**src/common/cssr_consts.vh**
```
// Constants for the clock speed select and warm reset block
`ifndef CSSR_CONSTS_VH
`define CSSR_CONSTS_VH

// Register offsets
`define CSSR_CTRL_OFF 8'h8F
`define CSSR_STAT_OFF 8'hFE

// Control register reset value and writable bits
`define CSSR_CTRL_RESET 8'h00
`define CSSR_CTRL_WMASK 8'h7F

// Control register fields
`define CSSR_BIT_CPU 0
`define CSSR_BIT_TIMER0 1
`define CSSR_BIT_TIMER1 2
`define CSSR_BIT_TIMER2 3
`define CSSR_BIT_SERIAL 4
`define CSSR_BIT_CNTARR 5
`define CSSR_BIT_WDOG 6
`define CSSR_BIT_RSVD 7
`define CSSR_NUM_PERIPH 6

// Status register fields
`define CSSR_STAT_X2 0
`define CSSR_STAT_PIN 1
`define CSSR_STAT_WDOG 2
`define CSSR_STAT_INT 3
`define CSSR_STAT_ACTIVE 4
`define CSSR_STAT_CLRMASK 8'h0E

// Oscillator periods per cycle
`define CSSR_STD_PERIODS 12
`define CSSR_X2_PERIODS 6

// Warm reset timing in oscillator periods
`define CSSR_WARM_MIN_PERIODS 24
`define CSSR_PULSE_PERIODS 24

`endif

```
**src/hw/cssr_rate_gen.v**
```verilog
// Oscillator period counter, divide-by-two stage and speed bit validation
`timescale 1ns/1ns
`include "cssr_consts.vh"

module cssr_rate_gen (
  // Clock and reset
  input wire sys_clk,
  input wire reset,
  // Requested double speed from the control register
  input wire x2_req,
  // Timing outputs
  output reg div2_q,
  output reg x2_eff_q,
  output wire en6,
  output wire en12
);

  // Period counts cut to the counter width on purpose, both fit in four bits
  localparam integer STD_INT = `CSSR_STD_PERIODS - 1;
  localparam integer X2_INT = `CSSR_X2_PERIODS - 1;
  localparam [3:0] LAST_STD = STD_INT[3:0];
  localparam [3:0] LAST_X2 = X2_INT[3:0];

  reg [3:0] cnt_q;
  reg [3:0] cnt_d;

  // One period counter feeds every rate so all enables stay aligned
  always @* begin
    if (cnt_q == LAST_STD) begin
      cnt_d = 4'h0;
    end else begin
      cnt_d = cnt_q + 4'h1;
    end
  end

  // Counter, divider and speed bit latch
  always @(posedge sys_clk) begin
    if (reset) begin
      cnt_q <= 4'h0;
      div2_q <= 1'b0;
      x2_eff_q <= 1'b0;
    end else begin
      cnt_q <= cnt_d;
      div2_q <= ~div2_q;
      // Only on the divided clock rising edge, avoids glitching the core clock
      if (!div2_q) begin
        x2_eff_q <= x2_req;
      end
    end
  end

  // Six period tick lands on the twelve period tick, never a short cycle
  assign en12 = (cnt_q == LAST_STD);
  assign en6 = (cnt_q == LAST_STD) || (cnt_q == LAST_X2);

endmodule

```
**src/hw/cssr_top.v**
```verilog
// Clock speed control register, cycle enables and warm reset handling
// Functional notes
// - Speed bit clear gives 12 periods everywhere; set gives 6 for CPU.
// - Peripheral speed bit clear selects 6 periods, set selects 12.
// - Peripheral speed bits ignored unless the CPU speed bit is set.
// - Reset clears control bits six to zero.
// - Minimum warm reset pulse is a fixed period count in every mode.
// - Warm reset comes from the pin or internal sources.
// - Watchdog reset drives a pulse out on the reset pin.
// - CPU speed bit change applies only on the divided clock rising edge.
// - Standard mode passes the oscillator through a divide by two stage.
`timescale 1ns/1ns
`include "cssr_consts.vh"

module cssr_top #(
  parameter PULSE_PERIODS = `CSSR_PULSE_PERIODS,
  parameter WARM_MIN_PERIODS = `CSSR_WARM_MIN_PERIODS
) (
  // Clock and reset
  input wire sys_clk,
  input wire reset,
  // Register port
  input wire [7:0] reg_addr,
  input wire [7:0] reg_wdata,
  input wire reg_wr,
  input wire reg_rd,
  output reg [7:0] reg_rdata_q,
  // Reset pin, split into its three parts
  input wire rst_pin_in,
  output reg rst_pin_out_q,
  output reg rst_pin_oe_q,
  // Internal reset sources, one cycle pulses
  input wire watchdog_reset_req,
  input wire counter_array_reset_req,
  input wire timer_reset_req,
  // Cycle enables, index 0 timer0 up to 5 watchdog
  output reg cpu_cycle_en_q,
  output reg standard_speed_mode_q,
  output reg [`CSSR_NUM_PERIPH-1:0] periph_cycle_en_q,
  // Warm reset to the core and peripherals
  output reg core_reset_q
);

  // Counts cut to the counter width on purpose, both stay below 256
  localparam integer PULSE_INT = PULSE_PERIODS;
  localparam integer WARM_LAST_INT = WARM_MIN_PERIODS - 1;
  localparam [7:0] PULSE_LEN = PULSE_INT[7:0];
  localparam [7:0] WARM_LAST = WARM_LAST_INT[7:0];
  // Control register constants, used at the stored width
  localparam [7:0] CTRL_RST = `CSSR_CTRL_RESET;
  localparam [7:0] CTRL_WMASK = `CSSR_CTRL_WMASK;

  // Control register and status flags
  reg [6:0] ctrl_q;
  reg [6:0] ctrl_d;
  reg [3:1] cause_q;
  reg [3:1] cause_d;

  // Reset pin synchroniser and qualification
  reg rst_pin_s1_q;
  reg rst_pin_s2_q;
  reg [7:0] pin_cnt_q;
  reg [7:0] pin_cnt_d;
  reg pin_reset_q;
  reg pin_reset_d;
  reg oe_d1_q;
  reg oe_d2_q;
  wire pin_masked;

  // Internal reset pulse
  reg [7:0] int_cnt_q;
  reg [7:0] int_cnt_d;
  reg drive_q;
  reg drive_d;
  wire any_int_req;
  wire warm_active;

  // Register access decode
  wire ctrl_sel;
  wire stat_sel;
  wire ctrl_wr;
  wire stat_wr;
  wire ctrl_rd;
  wire stat_rd;
  wire [7:0] stat_word;
  reg [7:0] rdata_d;

  // Rate generator outputs, derived enables and reset helper nets
  wire div2;
  wire x2_eff;
  wire en6;
  wire en12;
  wire [`CSSR_NUM_PERIPH-1:0] periph_en;
  wire cpu_en;
  wire [`CSSR_NUM_PERIPH-1:0] periph_fast;
  wire pin_rise;
  wire other_int_req;
  wire int_busy;

  assign ctrl_sel = (reg_addr == `CSSR_CTRL_OFF);
  assign stat_sel = (reg_addr == `CSSR_STAT_OFF);

  // Strobes qualified by the decoded address
  assign ctrl_wr = reg_wr && ctrl_sel;
  assign stat_wr = reg_wr && stat_sel;
  assign ctrl_rd = reg_rd && ctrl_sel;
  assign stat_rd = reg_rd && stat_sel;

  // Divider and validated speed bit
  cssr_rate_gen u_rate_gen (
    .sys_clk(sys_clk),
    .reset(reset),
    .x2_req(ctrl_q[`CSSR_BIT_CPU]),
    .div2_q(div2),
    .x2_eff_q(x2_eff),
    .en6(en6),
    .en12(en12)
  );

  // CPU cycle rate follows the validated speed bit
  assign cpu_en = x2_eff ? en6 : en12;

  // Per-peripheral rate selection, gated by the CPU speed bit
  genvar gi;
  generate
    for (gi = 0; gi < `CSSR_NUM_PERIPH; gi = gi + 1) begin : g_periph
      // Clear bit means fast only while the CPU itself runs fast
      assign periph_fast[gi] = x2_eff && !ctrl_q[gi + 1];
      assign periph_en[gi] = periph_fast[gi] ? en6 : en12;
    end
  endgenerate

  // Two flops before the pin level is looked at
  always @(posedge sys_clk) begin
    if (reset) begin
      rst_pin_s1_q <= 1'b0;
      rst_pin_s2_q <= 1'b0;
    end else begin
      rst_pin_s1_q <= rst_pin_in;
      rst_pin_s2_q <= rst_pin_s1_q;
    end
  end

  // Our own drive echoes back through the synchroniser, so mask it
  assign pin_masked = rst_pin_oe_q | oe_d1_q | oe_d2_q;

  // Pin pulse qualification counts oscillator periods, mode independent
  always @* begin
    pin_cnt_d = pin_cnt_q;
    pin_reset_d = pin_reset_q;
    if (!rst_pin_s2_q || pin_masked) begin
      pin_cnt_d = 8'h00;
      pin_reset_d = 1'b0;
    end else if (pin_cnt_q == WARM_LAST) begin
      pin_reset_d = 1'b1;
    end else begin
      pin_cnt_d = pin_cnt_q + 8'h01;
    end
  end

  // Sources other than the watchdog leave the pin alone
  assign other_int_req = counter_array_reset_req | timer_reset_req;
  assign any_int_req = watchdog_reset_req | other_int_req;

  // Internal sources start a fixed length reset, watchdog also drives the pin
  always @* begin
    int_cnt_d = int_cnt_q;
    drive_d = drive_q;
    if (any_int_req) begin
      int_cnt_d = PULSE_LEN;
      drive_d = drive_q | watchdog_reset_req;
    end else if (int_busy) begin
      int_cnt_d = int_cnt_q - 8'h01;
      if (int_cnt_q == 8'h01) begin
        drive_d = 1'b0;
      end
    end else begin
      drive_d = 1'b0;
    end
  end

  // Internal pulse still counting down
  assign int_busy = (int_cnt_q != 8'h00);

  // Qualified pin level just rising, sets the pin cause flag
  assign pin_rise = pin_reset_d && !pin_reset_q;

  // Either path holds the core in warm reset
  assign warm_active = pin_reset_q | int_busy;

  // Reset qualification state
  always @(posedge sys_clk) begin
    if (reset) begin
      pin_cnt_q <= 8'h00;
      pin_reset_q <= 1'b0;
      int_cnt_q <= 8'h00;
      drive_q <= 1'b0;
      oe_d1_q <= 1'b0;
      oe_d2_q <= 1'b0;
    end else begin
      pin_cnt_q <= pin_cnt_d;
      pin_reset_q <= pin_reset_d;
      int_cnt_q <= int_cnt_d;
      drive_q <= drive_d;
      oe_d1_q <= rst_pin_oe_q;
      oe_d2_q <= oe_d1_q;
    end
  end

  // Control register next value
  always @* begin
    ctrl_d = ctrl_q;
    if (warm_active) begin
      ctrl_d = CTRL_RST[6:0];
    end else if (ctrl_wr) begin
      // Reserved top bit is never stored and always reads zero
      ctrl_d = reg_wdata[6:0] & CTRL_WMASK[6:0];
    end
  end

  // Cause flags: write one to clear, a new event wins over the clear
  always @* begin
    cause_d = cause_q;
    if (stat_wr) begin
      cause_d = cause_q & ~reg_wdata[3:1];
    end
    if (pin_rise) begin
      cause_d[`CSSR_STAT_PIN] = 1'b1;
    end
    if (watchdog_reset_req) begin
      cause_d[`CSSR_STAT_WDOG] = 1'b1;
    end
    if (other_int_req) begin
      cause_d[`CSSR_STAT_INT] = 1'b1;
    end
  end

  // Control and status storage
  always @(posedge sys_clk) begin
    if (reset) begin
      ctrl_q <= CTRL_RST[6:0];
      cause_q <= 3'h0;
    end else begin
      ctrl_q <= ctrl_d;
      cause_q <= cause_d;
    end
  end

  // Status word, unused bits read zero
  assign stat_word = {3'h0, warm_active, cause_q, x2_eff};

  // Read mux, unmapped addresses and idle cycles give zero
  always @* begin
    rdata_d = 8'h00;
    if (ctrl_rd) begin
      rdata_d = {1'b0, ctrl_q};
    end else if (stat_rd) begin
      rdata_d = stat_word;
    end
  end

  // Read data stands only in the cycle after the strobe
  always @(posedge sys_clk) begin
    if (reset) begin
      reg_rdata_q <= 8'h00;
    end else begin
      reg_rdata_q <= rdata_d;
    end
  end

  // Registered cycle enables and mode flag
  always @(posedge sys_clk) begin
    if (reset) begin
      cpu_cycle_en_q <= 1'b0;
      standard_speed_mode_q <= 1'b1;
      periph_cycle_en_q <= {`CSSR_NUM_PERIPH{1'b0}};
    end else begin
      cpu_cycle_en_q <= cpu_en;
      // Divider in the path whenever the validated bit is clear
      standard_speed_mode_q <= ~x2_eff;
      periph_cycle_en_q <= periph_en;
    end
  end

  // Warm reset to the core, one register after either source
  always @(posedge sys_clk) begin
    if (reset) begin
      core_reset_q <= 1'b0;
    end else begin
      core_reset_q <= warm_active;
    end
  end

  // Pin drive, level and enable move together so the pin never floats mid-pulse
  always @(posedge sys_clk) begin
    if (reset) begin
      rst_pin_out_q <= 1'b0;
      rst_pin_oe_q <= 1'b0;
    end else begin
      rst_pin_out_q <= drive_d;
      rst_pin_oe_q <= drive_d;
    end
  end

endmodule

```
**config.mk**
```make
export PLATFORM = sky130hd
export DESIGN_NAME = cssr_top
export DESIGN_NICKNAME = d
export VERILOG_FILES = /design/src/hw/cssr_rate_gen.v /design/src/hw/cssr_top.v
export VERILOG_INCLUDE_DIRS = /design/src /design/src/common
export SDC_FILE = /design/constraint.sdc
export NUM_CORES = 1
export LEC_CHECK = 0
export ABC_AREA = 1
export BUFFER_PORTS_ARGS = -buffer_cell sky130_fd_sc_hd__buf_2
export CAP_MARGIN = 40
export CORE_MARGIN = 2
export CORE_UTILIZATION = 57
export CTS_BUF_LIST = sky130_fd_sc_hd__clkbuf_4
export DETAILED_ROUTE_END_ITERATION = 10
export PLACE_DENSITY = 0.82
export SLEW_MARGIN = 20
export SYNTH_ARGS = -nofsm -noshare
export SYNTH_HDL_FRONTEND = slang
export SYNTH_SLANG_ARGS = --single-unit
```
**constraint.sdc**
```tcl
create_clock -name sys_clk -period 1.4 [get_ports sys_clk]
set_input_delay 0.28 -clock sys_clk [delete_from_list [all_inputs] [get_ports sys_clk]]
set_output_delay 0.28 -clock sys_clk [all_outputs]
set_load 0.1 [all_outputs]
```
* Word level (Yosys, flattened, before mapping) *
Index checks and enable logic that the tools add are counted.
Widths: inputs -> output; s select.

storage, ports and cells
  register bits after elaboration = 55
  bits of input ports = 24
  output and inout port bits = 19
  word-level logic and storage cells = 93

cells by class
  add/sub/neg operators = 3
  equal/unequal tests = 7
  muxes and demuxes = 20
  bitwise operators = 10
  reduce and logical (&&, ||, !) cells = 31

operators by type and width
  operator             number
  $eq 8x8->1 const B   2
  $mux 1               15
  $mux 5               3
  $logic_and 1x1->1    11
  $reduce_or 2->1      5
  $add 8x1->8 const B  1
  $eq 8x1->1 const B   1
  $eq 8x5->1 const B   1
  $logic_not 1->1      8
  $reduce_bool 2->1    4
  $reduce_bool 8->1    1
  $sub 8x1->8 const B  1
  $mux 7               1
  $or 1x1->1           6
  $add 4x1->4 const B  1
  $eq 4x3->1 const B   1
  $eq 4x4->1 const B   1
  $and 3x3->3          1
  $mux 3               1
  $ne 3x2->1 const B   1
  $not 3->3            1
  $logic_or 1x1->1     2
  $not 1->1            2

* Depth between registers and ports, before layout *
  depth after elaboration = 6
  mapped depth = 8
  mapped depth without buffers = 7

* Hierarchy *
A second synthesis with hierarchy kept.

second synthesis, totals
  cells, all modules = 300
  area, all modules = 2423.6 µm²

by module, submodules not included
  module         times used  cells an instance  area each (µm²)  seq. area each (µm²)
  cssr_top       1           268                2149.6           960.9
  cssr_rate_gen  1           32                 274.0            120.1

* Worst setup path before layout *
No wires, ideal clock.

  path kind = register to register
  start = register rst_pin_oe_q
  end = register pin_cnt_q[3]
  setup time = 0.122 ns
  arrival time = 1.533 ns
  data required time = 1.278 ns
  slack = -0.255 ns
  cell stages (with the launch flop) = 6
  buffers on the path = 0
  clock period less this slack = 1.655 ns
  cell sequence = dfxtp_1 > inv_1 > nand4_4 > inv_2 > nand2_1 > nor3b_2

on the way
  cells in the longest elaborated chain, start to end = 4

ends and longest elaborated chain
  element                    line            text
  start, declared            cssr_top.v:31   output reg rst_pin_oe_q,
  start signal, assigned     cssr_top.v:301  rst_pin_oe_q <= drive_d;
  $or 1x1->1 (2 in a row)    cssr_top.v:145  assign pin_masked = rst_pin_oe_q | oe_d1_q | oe_d2_q;
  $logic_or 1x1->1           cssr_top.v:151  if (!rst_pin_s2_q || pin_masked) begin
  $reduce_or 2->1 (no line)  n/a
  end signal, assigned       cssr_top.v:201  pin_cnt_q <= pin_cnt_d;
  end, declared              cssr_top.v:62   reg [7:0] pin_cnt_q;

Every way passes these cells.
A chain may end at the register's enable or synchronous reset.

* Worst setup path after layout *
  start = register rst_pin_oe_q
  end = output port rst_pin_oe_q

No word-level cell between the ends.

==> results.yml <==
detailed_routing:
  dr.pass1.iters: 6
  wl_per_cell_um: 11.36
  drt_wl_total_mm: 4.317
  ant_nets: 0
  vias_per_cell: 4.908
  drc: 0
  dr_total_vias: 1865
  drt_first_iter_violations: 62
final_layout:
  drive_above_1_share_pct: 27.41
  synthToLayoutAreaGrowth_pct: 16.86
  antenna_cells: 0
  layout_commonest_cell: "nand2_1"
  nNetsFinal: 360
  final_cell_mix: "nand2_1 (53), dfxtp_1 (50), inv_1 (42), a21oi_1 (29), buf_2 (24)"
  final_area_sq_um: 2663
  utilization_pct: 71.12
  fin_cells: 380
  nFillCells: 314
power:
  irDropWorstVdd_mv: 0.6223
  p_leak_nw: 1.210
  p_comb_share_pct: 11.4
  pwr-share-seq_pct: 62.7
  pwr-share-clk_pct: 25.9
  p_total_mw: 2.547
  p_sw_mw: 0.6953
  swShare_pct: 27.30
  internal-power_mw: 1.852
  power_density_nw_per_um2: 956.6
cts:
  cts_tree: "done"
  cts_sinks: 54
  cts_buffer_depth: 2
  postCtsHoldBufs: 0
  clk-insertion-delay-late_ns: 0.37
  ctsHtreeMaxLevel: 2
  cts_root_buffer: "clkbuf_4"
  clk_pin_slew_ns: 0.15
  cts_buffers: 5
critical_path:
  critPathCaptureType: "output port"
  critPathBufInv: 1
  path_class: "reg2out"
  path_depth: 1
  slowest_delay_ns: 0.42
  path_max_fanout: 3
  cp-startpoint: "rst_pin_oe_q"
  cp-start-kind: "flip-flop"
  crit_path_end: "rst_pin_oe_q"
  reg2reg_from: "int_cnt_q[0]"
  r2r_end: "int_cnt_q[7]"
  worstPathRequired_ns: 1.12
  crit_family: "buffers and inverters"
  arrival_ns: 1.16
  cpMaxStageDelayCell: "buf_2"
  r2r_slack_ns: 0.11
  reg2reg_depth: 7
  cp_cell_sequence: "buf_2"
global_routing:
  grt-ovfl-total: 0
  grt_antenna_before_repair: 0
  grtUsageTotal_pct: 21.23
  grt_pass1_vias: 1651
  grt_max_degree: 17
  grt_pass1_wl_mm: 7.245
yosys:
  synth_seq_cells: 54
  synth_edf_count: 0
  synthFlopType: "dfxtp_1"
  syn-cell-area_sq_um: 2278
  yosysUniqueCellTypes: 32
  synth_nets: 311
  ys_seq_area_share_pct: 47.45
  syn_avg_cell_area_sq_um: 8.080
  ys_warn_count: 0
  async_reset_ff_share_pct: 0
  syn_inst: 282
placement:
  dp.cells: 372
  place_congestion: 0.8360
  placed_area_sq_um: 2557
  hpwl_mm: 3.302
  dp_worst_setup_slack_ns: 0.05834
  port_buffers: 40
sta:
  hold_violations: 0
  fmax_mhz: 692.3
  setup_viol: 2
  grt_setup_unrepaired: "yes"
  hold_ws_ns: 0.09658
  fin_setup_tns_ns: -0.08526
  finClkSkew_ns: 0.01331
  period_needed_ns: 1.445
  slew_violations: 0
  setup_ws_ns: -0.04452
  fin_crit_sh_pct: 103.2
floorplan:
  fp.coreArea_sq_um: 3744
  initial_utilization_pct: 60.86
  die_w_um: 67.23
  pin_count: 43
  rows: 22
  die-area_sq_um: 4519
  die-height_um: 67.23
hold_path:
  hold_class: "in2reg"
run:
  drv_cap: 0
run_status:
  status: "finished, violations left"
  failed_checks: "setup timing"
state kept, by name, summed over array words and instances, names as in the netlist, 3 cells and up:
name / count
u_rate_gen.cnt_q: 4
int_cnt_q: 8
reg_rdata_q: 7
ctrl_q: 7
cause_q: 3
periph_cycle_en_q: 6
pin_cnt_q: 8
power by group through the flow:
stage | Clock [mW] | Combinational (mW) | Sequential, mW
finish | 0.660 | 0.291 | 1.60
global route | 0.746 | 0.319 | 1.60
CTS | 0.677 | 0.292 | 1.60
detailed placement | 0 | 0.288 | 1.63
global placement | 0 | 0.282 | 1.63
floorplan | 0 | 0.171 | 1.67
synth_stat cells, types with 2 or more instances:
master | instances | area share, %
a21oi_2 | 3 | 1.2
or2_2 | 3 | 0.82
nand2_2 | 3 | 0.82
nand3_1 | 19 | 4.2
nand3_4 | 2 | 1.5
nor2_4 | 4 | 2.0
nand2_1 | 54 | 8.9
nand4_1 | 9 | 2.5
dfxtp_1 | 54 | 47
ha_1 | 5 | 2.7
nor2_1 | 21 | 3.5
nor2_2 | 5 | 1.4
o21ai_0 | 7 | 1.5
buf_4 | 2 | 0.66
inv_1 | 42 | 6.9
a21oi_1 | 29 | 6.4
o21ai_2 | 3 | 1.2
inv_2 | 3 | 0.49
routing by layer:
metal	wire length, um	vias up	track usage [%]
li1	-	993	-
met1	2081	833	27.87
met2	2013	33	34.16
met3	161	6	4.667
met4	61	0	8.163
met5	0	-	0
worst register-to-register path, stage by stage (launching register included):
cell     delay, ns
dfxtp_2       0.36
inv_1         0.08
ha_2          0.24
nand2_4       0.09
nor2_8        0.16
inv_2         0.07
nand3_1       0.15
a21oi_1       0.06
logic make-up (layout without fill, tap and decap cells):
family	after synthesis	after routing	share of synthesized area, %
flip-flops	54	54	47.45
adder cells (fa/ha/maj)	5	5	2.746
XOR/XNOR	2	2	0.7689
AND/OR/NAND/NOR	125	125	28.83
other	1	1	0.1646
buffers and inverters	50	100	8.950
AO/OA/AOI/OAI	45	45	11.09
worst min-delay path by stage:
stage,start,to,slack (ns),cells past startpoint
final,rst_pin_in,rst_pin_s1_q,0.1,3
after global routing,rst_pin_in,rst_pin_s1_q,0.08,3
after CTS,rst_pin_in,rst_pin_s1_q,0.08,3
after detailed placement,rst_pin_s1_q,rst_pin_s2_q,0.40,2
after global placement,rst_pin_s1_q,rst_pin_s2_q,0.39,2
after floorplan,reset,u_rate_gen.div2_q,0.36,1
layout make-up:
class / instances / area (sq um) / area share (%)
flip-flops and latches: 54 / 1086 / 40.79
multi-input cells: 178 / 1001 / 37.59
repair buffers: 47 / 292.8 / 11.00
inverters: 45 / 168.9 / 6.344
well taps: 48 / 60.06 / 2.256
clock buffers: 5 / 37.54 / 1.410
clock inverters: 3 / 16.27 / 0.6109
repair_timing:
action	4_1_cts	5_1_grt
gates resized for setup	16	6
endpoints found under the setup margin	18	12
pin swaps	0	0
buffers inserted	0	0
No activity file was read; power rests on OpenSTA's default activity.
